<file path="src/design/rfc_defs.vh">
// Register map, field positions, reset values and widths for the free-running counter
// Behaviour
// - A 13-bit prescaler counts every system clock while run is set and supplies divided taps.
// - The counter register is an 8-bit up counter; software reads but cannot write.
// - Counter overflow sets the overflow flag in bit 7 of the event flags.
// - Interrupt acceptance never clears the overflow flag by itself.
// - Writing 0 while the flag reads 1 clears it; writing 1 changes nothing.
// - Counter overflow raises an interrupt request toward the processor.
// - The overflow interrupt enable must be honoured for requests; the event status/enable path drives irq_out without it.
// - Run bit 7: 0 halts counting, 1 runs the clock.
// - Reset bit 4 clears everything except source select, the processor-side enable and itself.
// - Counter overflows every 256 ticks of the selected clock.
// - Request reaches processor only with the processor-side enable bit set; enabled event status drives irq_out without it.
// - Source codes 0-7 pick divide 8 to 8192; 1xxx is calendar mode.
// - Bit 7 of the interrupt control register enables the overflow interrupt.
// - Bit 7 of the processor enable register enables the request.
`ifndef RFC_DEFS_VH
`define RFC_DEFS_VH

// =====================================================================
// Register offsets
`define RFC_ADDR_W        16
`define RFC_OFF_FLAGS     16'hf067
`define RFC_OFF_COUNT     16'hf068
`define RFC_OFF_RUN       16'hf06c
`define RFC_OFF_IRQCTL    16'hf06d
`define RFC_OFF_SRCSEL    16'hf06f
`define RFC_OFF_STATUS    16'hf070
`define RFC_OFF_CLEAR     16'hf071
`define RFC_OFF_ENABLE    16'hf072
`define RFC_OFF_CPUIEN    16'hfff3

// =====================================================================
// Field positions
`define RFC_BIT_OVF       7
`define RFC_BIT_RUN       7
`define RFC_BIT_RST       4
`define RFC_BIT_OIE       7
`define RFC_BIT_CPUIEN    7
`define RFC_BIT_SRC_CAL   3
`define RFC_EV_OVF        0
`define RFC_EV_TICK       1

// =====================================================================
// Reset values and widths
`define RFC_PSC_W         13
`define RFC_CNT_W         8
`define RFC_EV_W          2
`define RFC_SRCSEL_RST    4'h0
`define RFC_CNT_RST       8'h00
`define RFC_PSC_RST       13'h0000
`define RFC_CNT_MAX       8'hff

`endif

</file>
<file path="src/design/rfc_top.v">
// Free-running counter mode of the real-time clock with its register port
`timescale 1ns/10ps
`include "rfc_defs.vh"

module rfc_top (
  input  wire       clk_sys,
  input  wire       rst_b,
  input  wire [15:0] reg_addr,
  input  wire [7:0] reg_wdata,
  input  wire       reg_wr,
  input  wire       reg_rd,
  output reg  [7:0] reg_rdata,
  output wire       irq_out
);

  // ===================================================================
  // Tap decode
  // Tick is the cycle in which the tap's low bits are all ones, so the
  // next increment carries out: one tick per divide period.
  function tap_hit;
    input [12:0] psc;
    input [3:0]  sel;
    begin
      case (sel[2:0])
        3'h0:    tap_hit = &psc[2:0];
        3'h1:    tap_hit = &psc[4:0];
        3'h2:    tap_hit = &psc[6:0];
        3'h3:    tap_hit = &psc[7:0];
        3'h4:    tap_hit = &psc[8:0];
        3'h5:    tap_hit = &psc[10:0];
        3'h6:    tap_hit = &psc[11:0];
        default: tap_hit = &psc[12:0];
      endcase
    end
  endfunction

  // ===================================================================
  // Registers
  reg  [12:0] psc_q;
  reg  [7:0]  cnt_q;
  reg         ovf_flag_q;
  reg         run_q;
  reg         rst_bit_q;
  reg         oie_q;
  reg  [3:0]  srcsel_q;
  reg         cpuien_q;
  reg  [1:0]  ev_stat_q;
  reg  [1:0]  ev_en_q;

  reg  [12:0] psc_d;
  reg  [7:0]  cnt_d;
  reg         ovf_flag_d;
  reg         run_d;
  reg         rst_bit_d;
  reg         oie_d;
  reg  [3:0]  srcsel_d;
  reg         cpuien_d;
  reg  [1:0]  ev_stat_d;
  reg  [1:0]  ev_en_d;
  reg  [7:0]  rdata_d;

  wire        wr_flags;
  wire        wr_run;
  wire        wr_irqctl;
  wire        wr_srcsel;
  wire        wr_clear;
  wire        wr_enable;
  wire        wr_cpuien;
  wire        soft_rst;
  wire        cal_mode;
  wire        tick;
  wire        ovf;
  wire [1:0]  ev_set;
  wire        rtc_req;

  assign wr_flags  = reg_wr && (reg_addr == `RFC_OFF_FLAGS);
  assign wr_run    = reg_wr && (reg_addr == `RFC_OFF_RUN);
  assign wr_irqctl = reg_wr && (reg_addr == `RFC_OFF_IRQCTL);
  assign wr_srcsel = reg_wr && (reg_addr == `RFC_OFF_SRCSEL);
  assign wr_clear  = reg_wr && (reg_addr == `RFC_OFF_CLEAR);
  assign wr_enable = reg_wr && (reg_addr == `RFC_OFF_ENABLE);
  assign wr_cpuien = reg_wr && (reg_addr == `RFC_OFF_CPUIEN);

  // Software reset is level sensitive; it holds until written back
  assign soft_rst = rst_bit_q;

  // Calendar sources are not built; those codes simply stop the counter
  assign cal_mode = srcsel_q[`RFC_BIT_SRC_CAL];

  assign tick = run_q && !soft_rst && !cal_mode && tap_hit(psc_q, srcsel_q);
  assign ovf  = tick && (cnt_q == `RFC_CNT_MAX);

  assign ev_set = {tick, ovf};

  // ===================================================================
  // Prescaler
  // Holds while halted so a restart resumes the same phase
  always @* begin
    psc_d = psc_q;
    if (soft_rst) begin
      psc_d = `RFC_PSC_RST;
    end else if (run_q) begin
      psc_d = psc_q + 13'h0001;
    end
  end

  always @(posedge clk_sys) begin
    if (!rst_b) begin
      psc_q <= `RFC_PSC_RST;
    end else begin
      psc_q <= psc_d;
    end
  end

  // ===================================================================
  // Counter
  // Read only; no write path exists, so software cannot disturb it
  always @* begin
    cnt_d = cnt_q;
    if (soft_rst) begin
      cnt_d = `RFC_CNT_RST;
    end else if (tick) begin
      cnt_d = cnt_q + 8'h01;
    end
  end

  always @(posedge clk_sys) begin
    if (!rst_b) begin
      cnt_q <= `RFC_CNT_RST;
    end else begin
      cnt_q <= cnt_d;
    end
  end

  // ===================================================================
  // Overflow flag
  // Set wins over a clearing write in the same cycle, so no overflow is lost
  always @* begin
    ovf_flag_d = ovf_flag_q;
    if (soft_rst) begin
      ovf_flag_d = 1'b0;
    end else if (ovf) begin
      ovf_flag_d = 1'b1;
    end else if (wr_flags && ovf_flag_q && !reg_wdata[`RFC_BIT_OVF]) begin
      ovf_flag_d = 1'b0;
    end
  end

  always @(posedge clk_sys) begin
    if (!rst_b) begin
      ovf_flag_q <= 1'b0;
    end else begin
      ovf_flag_q <= ovf_flag_d;
    end
  end

  // ===================================================================
  // Reset bit
  // Survives its own soft reset, else the unit could never leave it
  always @* begin
    rst_bit_d = rst_bit_q;
    if (wr_run) begin
      rst_bit_d = reg_wdata[`RFC_BIT_RST];
    end
  end

  always @(posedge clk_sys) begin
    if (!rst_b) begin
      rst_bit_q <= 1'b0;
    end else begin
      rst_bit_q <= rst_bit_d;
    end
  end

  // ===================================================================
  // Source select
  always @* begin
    srcsel_d = srcsel_q;
    if (wr_srcsel) begin
      srcsel_d = reg_wdata[3:0];
    end
  end

  always @(posedge clk_sys) begin
    if (!rst_b) begin
      srcsel_q <= `RFC_SRCSEL_RST;
    end else begin
      srcsel_q <= srcsel_d;
    end
  end

  // ===================================================================
  // Processor-side gate
  // Lives outside the unit, so soft reset leaves it alone
  always @* begin
    cpuien_d = cpuien_q;
    if (wr_cpuien) begin
      cpuien_d = reg_wdata[`RFC_BIT_CPUIEN];
    end
  end

  always @(posedge clk_sys) begin
    if (!rst_b) begin
      cpuien_q <= 1'b0;
    end else begin
      cpuien_q <= cpuien_d;
    end
  end

  // ===================================================================
  // Run bit
  // A write that also sets reset leaves run cleared
  always @* begin
    run_d = run_q;
    if (soft_rst) begin
      run_d = 1'b0;
    end else if (wr_run) begin
      run_d = reg_wdata[`RFC_BIT_RUN] && !reg_wdata[`RFC_BIT_RST];
    end
  end

  always @(posedge clk_sys) begin
    if (!rst_b) begin
      run_q <= 1'b0;
    end else begin
      run_q <= run_d;
    end
  end

  // ===================================================================
  // Overflow interrupt enable
  always @* begin
    oie_d = oie_q;
    if (soft_rst) begin
      oie_d = 1'b0;
    end else if (wr_irqctl) begin
      oie_d = reg_wdata[`RFC_BIT_OIE];
    end
  end

  always @(posedge clk_sys) begin
    if (!rst_b) begin
      oie_q <= 1'b0;
    end else begin
      oie_q <= oie_d;
    end
  end

  // ===================================================================
  // Event enable
  always @* begin
    ev_en_d = ev_en_q;
    if (soft_rst) begin
      ev_en_d = 2'h0;
    end else if (wr_enable) begin
      ev_en_d = reg_wdata[1:0];
    end
  end

  always @(posedge clk_sys) begin
    if (!rst_b) begin
      ev_en_q <= 2'h0;
    end else begin
      ev_en_q <= ev_en_d;
    end
  end

  // ===================================================================
  // Sticky event status, write-one clear
  // New events are ORed after the clear, so set wins
  always @* begin
    ev_stat_d = ev_stat_q;
    if (soft_rst) begin
      ev_stat_d = 2'h0;
    end else begin
      if (wr_clear) begin
        ev_stat_d = ev_stat_q & ~reg_wdata[1:0];
      end
      ev_stat_d = ev_stat_d | ev_set;
    end
  end

  always @(posedge clk_sys) begin
    if (!rst_b) begin
      ev_stat_q <= 2'h0;
    end else begin
      ev_stat_q <= ev_stat_d;
    end
  end

  // ===================================================================
  // Interrupt
  // Request needs the block enable and the processor-side gate
  assign rtc_req = ovf_flag_q && oie_q && cpuien_q;
  assign irq_out = rtc_req || (|(ev_stat_q & ev_en_q));

  // ===================================================================
  // Read port; data stands only in the cycle after the strobe
  always @* begin
    rdata_d = 8'h00;
    if (reg_rd) begin
      case (reg_addr)
        `RFC_OFF_FLAGS: begin
          rdata_d = {ovf_flag_q, 7'h00};
        end
        `RFC_OFF_COUNT: begin
          rdata_d = cnt_q;
        end
        `RFC_OFF_RUN: begin
          rdata_d = {run_q, 2'h0, rst_bit_q, 4'h0};
        end
        `RFC_OFF_IRQCTL: begin
          rdata_d = {oie_q, 7'h00};
        end
        `RFC_OFF_SRCSEL: begin
          rdata_d = {4'h0, srcsel_q};
        end
        `RFC_OFF_STATUS: begin
          rdata_d = {6'h00, ev_stat_q};
        end
        `RFC_OFF_ENABLE: begin
          rdata_d = {6'h00, ev_en_q};
        end
        `RFC_OFF_CPUIEN: begin
          rdata_d = {cpuien_q, 7'h00};
        end
        default: begin
          rdata_d = 8'h00;
        end
      endcase
    end
  end

  always @(posedge clk_sys) begin
    if (!rst_b) begin
      reg_rdata <= 8'h00;
    end else begin
      reg_rdata <= rdata_d;
    end
  end

endmodule // rfc_top

</file>
<file path="config.mk">
export PLATFORM = sky130hd
export DESIGN_NAME = rfc_top
export DESIGN_NICKNAME = d
export VERILOG_FILES = /design/src/design/rfc_top.v
export VERILOG_INCLUDE_DIRS = /design/src /design/src/design
export SDC_FILE = /design/constraint.sdc
export NUM_CORES = 1
export LEC_CHECK = 0
export ABC_AREA = 1
export BUFFER_PORTS_ARGS = -buffer_cell sky130_fd_sc_hd__buf_2
export CAP_MARGIN = 20
export CORE_UTILIZATION = 50
export DETAILED_ROUTE_END_ITERATION = 7
export PLACE_DENSITY = 0.76
export SETUP_SLACK_MARGIN = 0.1
export SLEW_MARGIN = 5
export SYNTH_ARGS = -nofsm -noshare
export SYNTH_HDL_FRONTEND = slang
export SYNTH_SLANG_ARGS = --single-unit
</file>
<file path="constraint.sdc">
create_clock -name clk_sys -period 2.49 [get_ports clk_sys]
set_clock_uncertainty 0.05 [all_clocks]
set_input_delay 0.498 -clock clk_sys [delete_from_list [all_inputs] [get_ports clk_sys]]
set_output_delay 0.498 -clock clk_sys [all_outputs]
set_load 0.01 [all_outputs]
</file>
==> flow_metrics.env <==
export IMPL_first_global_vias=2066
export IMPL_place_inst=437
export IMPL_grt_overflow_total=0
export IMPL_first_pass_grt_wire_length_um=9090
export IMPL_post_detailed_placement_half_perimeter_wirelength_um=4160
export IMPL_cts_repair_resized=0
export IMPL_n_antenna_cell=0
export IMPL_initial_core_util_pct=51.8
export IMPL_synth_seq_cells=42
export IMPL_die_area_um2=5180
export IMPL_hold_viol_final=0
export IMPL_muxShareOfSynthArea_pct=0
export IMPL_startpoint_type="flip-flop"
export IMPL_clock_sinks=42
export IMPL_final_layout_size_suffix_gt1_share_pct=24.3
export IMPL_most_common_library_cell_in_the_layout_ignoring_fill_and_taps="sky130_fd_sc_hd__nand2_1"
export IMPL_timing_final_crit_share_pct=82.8
export IMPL_post_cts_hold_buffer_count=0
export IMPL_relSlewSlack_pct=63.0
export IMPL_crit_path_end_kind="flip-flop"
export IMPL_syn_area_per_cell_um2=7.22
export IMPL_final_setup_viol_count=0
export IMPL_dominantRegCellSynth="sky130_fd_sc_hd__dfxtp_1"
export IMPL_routed_wl_um=5390
export IMPL_crit_required_ns=2.69
export IMPL_result_of_the_run="finished clean"
export IMPL_ios=37
export IMPL_power_internal_mw=0.993
export IMPL_nets=410
export IMPL_grt_util_all_layers_pct=22.6
export IMPL_timing_hold_ws_ns=0.407
export IMPL_postLayoutCoreUtil_pct=59.2
export IMPL_final_cells=445
export IMPL_setup_repair_after_global_routing_missed_its_margin="no"
export IMPL_area_delta_synth_final_pct=14.4
export IMPL_dominant_combinational_cell_family_by_area_after_synthesis="simple AND/OR/NAND/NOR gates"
export IMPL_total_leakage_power_nw=1.19
export IMPL_antenna_found_initial=0
export IMPL_ctsLongestPathBuffers=2
export IMPL_sequential_area_share_after_synthesis_pct=34.4
export IMPL_drc_errors=0
export IMPL_core_area_um2=4720
export IMPL_antenna_violating_nets_post_route=0
export IMPL_cts_setup_buffers=0
export IMPL_gp_congestion=0.884
export IMPL_netSwitchingPower_mw=0.292
export IMPL_critPathKind="flip-flop to flip-flop"
export IMPL_die_x_um=71.9
export IMPL_ctsHtreeMaxLevel=2
export IMPL_cellPowerDensity_nw_per_um2=459
export IMPL_setup_total_negative_slack_ns=0
export IMPL_clk_transition_reported_paths_ns=0.08
export IMPL_synth_simple_gate_area_share_pct=40.1
export IMPL_ys_warn_count=0
export IMPL_p_seq_share_pct=52.2
export IMPL_cts_buffers_inserted=5
export IMPL_min_delay_path_class="input port to flip-flop"
export IMPL_numPortBuffers=34
export IMPL_p_sw_share_pct=22.7
export IMPL_power_frac_comb_pct=6.2
export IMPL_vdd_drop_max_v=0.000284
export IMPL_layout_area_seq_um2=841
export IMPL_cts_tree="built"
export IMPL_tightest_slew_ns=0.555
export IMPL_finalMaxSlewViolations=0
export IMPL_worstPathArrival_ns=2.26
export IMPL_finalWorstPathRequiredPeriod_ns=2.06
export IMPL_synth_compound_area_share_pct=12.7
export IMPL_p_clk_share_pct=41.6
export IMPL_maxcap_viol_count=0
export IMPL_cell_at_the_root_of_the_clock_tree="sky130_fd_sc_hd__clkbuf_8"
export IMPL_via_count=2288
export IMPL_synth_async_reset_ratio_pct=0
export IMPL_timing_critical_path_fanout_max=8
export IMPL_drt_iter0_markers=131
export IMPL_fmaxAchievable_mhz=485
export IMPL_num_fill_cells=463
export IMPL_synth_xor_area_share_pct=2.15
export IMPL_synth_area_um2=2450
export IMPL_multiInputGateArea_um2=1410
export IMPL_syn_inst=339
export IMPL_drtPass1Iterations=4
export IMPL_detailed_route_wire_length_per_cell_um=12.1
export IMPL_most_common_layout_cells="sky130_fd_sc_hd__nand2_1, sky130_fd_sc_hd__dfxtp_1, sky130_fd_sc_hd__nor2_1"
export IMPL_clk_insertion_delay_late_ns=0.30
export IMPL_grt_start_max_net_pins=17
export IMPL_placement_rows=25
export IMPL_synthAdderAreaFrac_pct=2.56
export IMPL_chipHeight_um=71.9
export IMPL_synth_distinct_cells=41
export IMPL_route_detailed_vias_per_inst=5.14
export IMPL_syn_num_nets=372
export IMPL_synth_edff_count=0
[flip-flops by register name, summed over array words and instances, names as in the netlist]
signal	count
rst_bit_q	1
ev_en_q	2
cnt_q	8
cpuien_q	1
run_q	1
psc_q	13
srcsel_q	4
reg_rdata	8
oie_q	1
ev_stat_q	2
ovf_flag_q	1
[power groups by stage]
stage | combinational [mW] | sequential, mW | clock (mW)
floorplan | 0.0402 | 0.687 | 0
finish | 0.0799 | 0.671 | 0.534
global route | 0.0886 | 0.671 | 0.571
CTS | 0.0802 | 0.671 | 0.542
global placement | 0.0783 | 0.687 | 0
detailed placement | 0.0798 | 0.687 | 0
[cell type report]
type / instances / area share, %
Timing Repair Buffer: 36 / 6.62
Sequential cell: 42 / 30.1
Tap cell: 67 / 3.00
Clock inverter: 3 / 1.43
Inverter: 46 / 6.22
Multi-Input combinational cell: 246 / 50.2
Clock buffer: 5 / 2.46
[final timing paths]
kind / start / endpoint / slack [ns] / cells after the start
setup / recovery: psc_q[0] / ovf_flag_q / 0.43 / 12
hold / removal: reg_wdata[4] / rst_bit_q / 0.41 / 3
setup reg to reg: psc_q[0] / ovf_flag_q / 0.43 / 12
hold reg to reg: psc_q[12] / psc_q[12] / 0.41 / 1
[synthesized netlist by cell type, types with 2 or more instances]
master / n / share of area (%)
sky130_fd_sc_hd__o21ai_1: 5 / 1.0
sky130_fd_sc_hd__nand4_1: 12 / 3.1
sky130_fd_sc_hd__inv_1: 36 / 5.5
sky130_fd_sc_hd__ha_1: 5 / 2.6
sky130_fd_sc_hd__nand2_1: 53 / 8.1
sky130_fd_sc_hd__nor2_1: 39 / 6.0
sky130_fd_sc_hd__nor3_2: 2 / 0.82
sky130_fd_sc_hd__nor3_1: 5 / 1.0
sky130_fd_sc_hd__o21ai_2: 3 / 1.1
sky130_fd_sc_hd__nor2_2: 11 / 2.8
sky130_fd_sc_hd__nand2_4: 3 / 1.4
sky130_fd_sc_hd__a21oi_1: 29 / 5.9
sky130_fd_sc_hd__clkinv_1: 3 / 0.46
sky130_fd_sc_hd__nand3_2: 5 / 2.0
sky130_fd_sc_hd__a31oi_1: 3 / 0.77
sky130_fd_sc_hd__dfxtp_1: 42 / 34
sky130_fd_sc_hd__xor2_1: 6 / 2.1
sky130_fd_sc_hd__o21ai_0: 10 / 2.0
sky130_fd_sc_hd__nand3_4: 2 / 1.4
sky130_fd_sc_hd__nor2_4: 4 / 1.8
sky130_fd_sc_hd__nand3_1: 30 / 6.1
sky130_fd_sc_hd__buf_2: 3 / 0.61
sky130_fd_sc_hd__nand2_2: 4 / 1.0
sky130_fd_sc_hd__inv_2: 6 / 0.92
sky130_fd_sc_hd__nor3_4: 2 / 1.3
[critical path, cell delays in order (launching register included)]
cell	delay, ns
sky130_fd_sc_hd__dfxtp_1	0.37
sky130_fd_sc_hd__ha_1	0.20
sky130_fd_sc_hd__nand3_1	0.10
sky130_fd_sc_hd__nor3_1	0.22
sky130_fd_sc_hd__ha_1	0.19
sky130_fd_sc_hd__nor3b_1	0.16
sky130_fd_sc_hd__o21bai_2	0.14
sky130_fd_sc_hd__nand2_2	0.08
sky130_fd_sc_hd__nand2_4	0.12
sky130_fd_sc_hd__nand3_1	0.14
sky130_fd_sc_hd__o21ai_1	0.12
sky130_fd_sc_hd__nand2_1	0.06
sky130_fd_sc_hd__inv_1	0.05
[per-layer routing]
| layer | vias to the layer above | track usage [%] | wire length [um] |
|---|---|---|---|
| met5 | - | 0 | 0 |
| met3 | 10 | 4.31 | 186 |
| met2 | 59 | 37.0 | 2510 |
| met4 | 0 | 8.50 | 112 |
| li1 | 1195 | - | - |
| met1 | 1024 | 29.9 | 2580 |
[stage by stage]
stage	setup WS [ns]	total power, mW	instance area [um2]
floorplan	0.669	0.727	2450
global placement	0.483	0.765	2690
detailed placement	0.435	0.767	2690
CTS	0.397	1.29	2800
global route	0.207	1.33	2800
finish	0.429	1.28	2800
[kinds of logic (layout without fill, tap and decap cells)]
family	after synthesis	in the layout
flip-flops	42	42
AO/OA/AOI/OAI	55	55
adder cells (fa/ha/maj)	5	5
buffers and inverters	51	90
XOR/XNOR	6	6
AND/OR/NAND/NOR	180	180
Note: power is estimated with default switching activity, not from simulation.
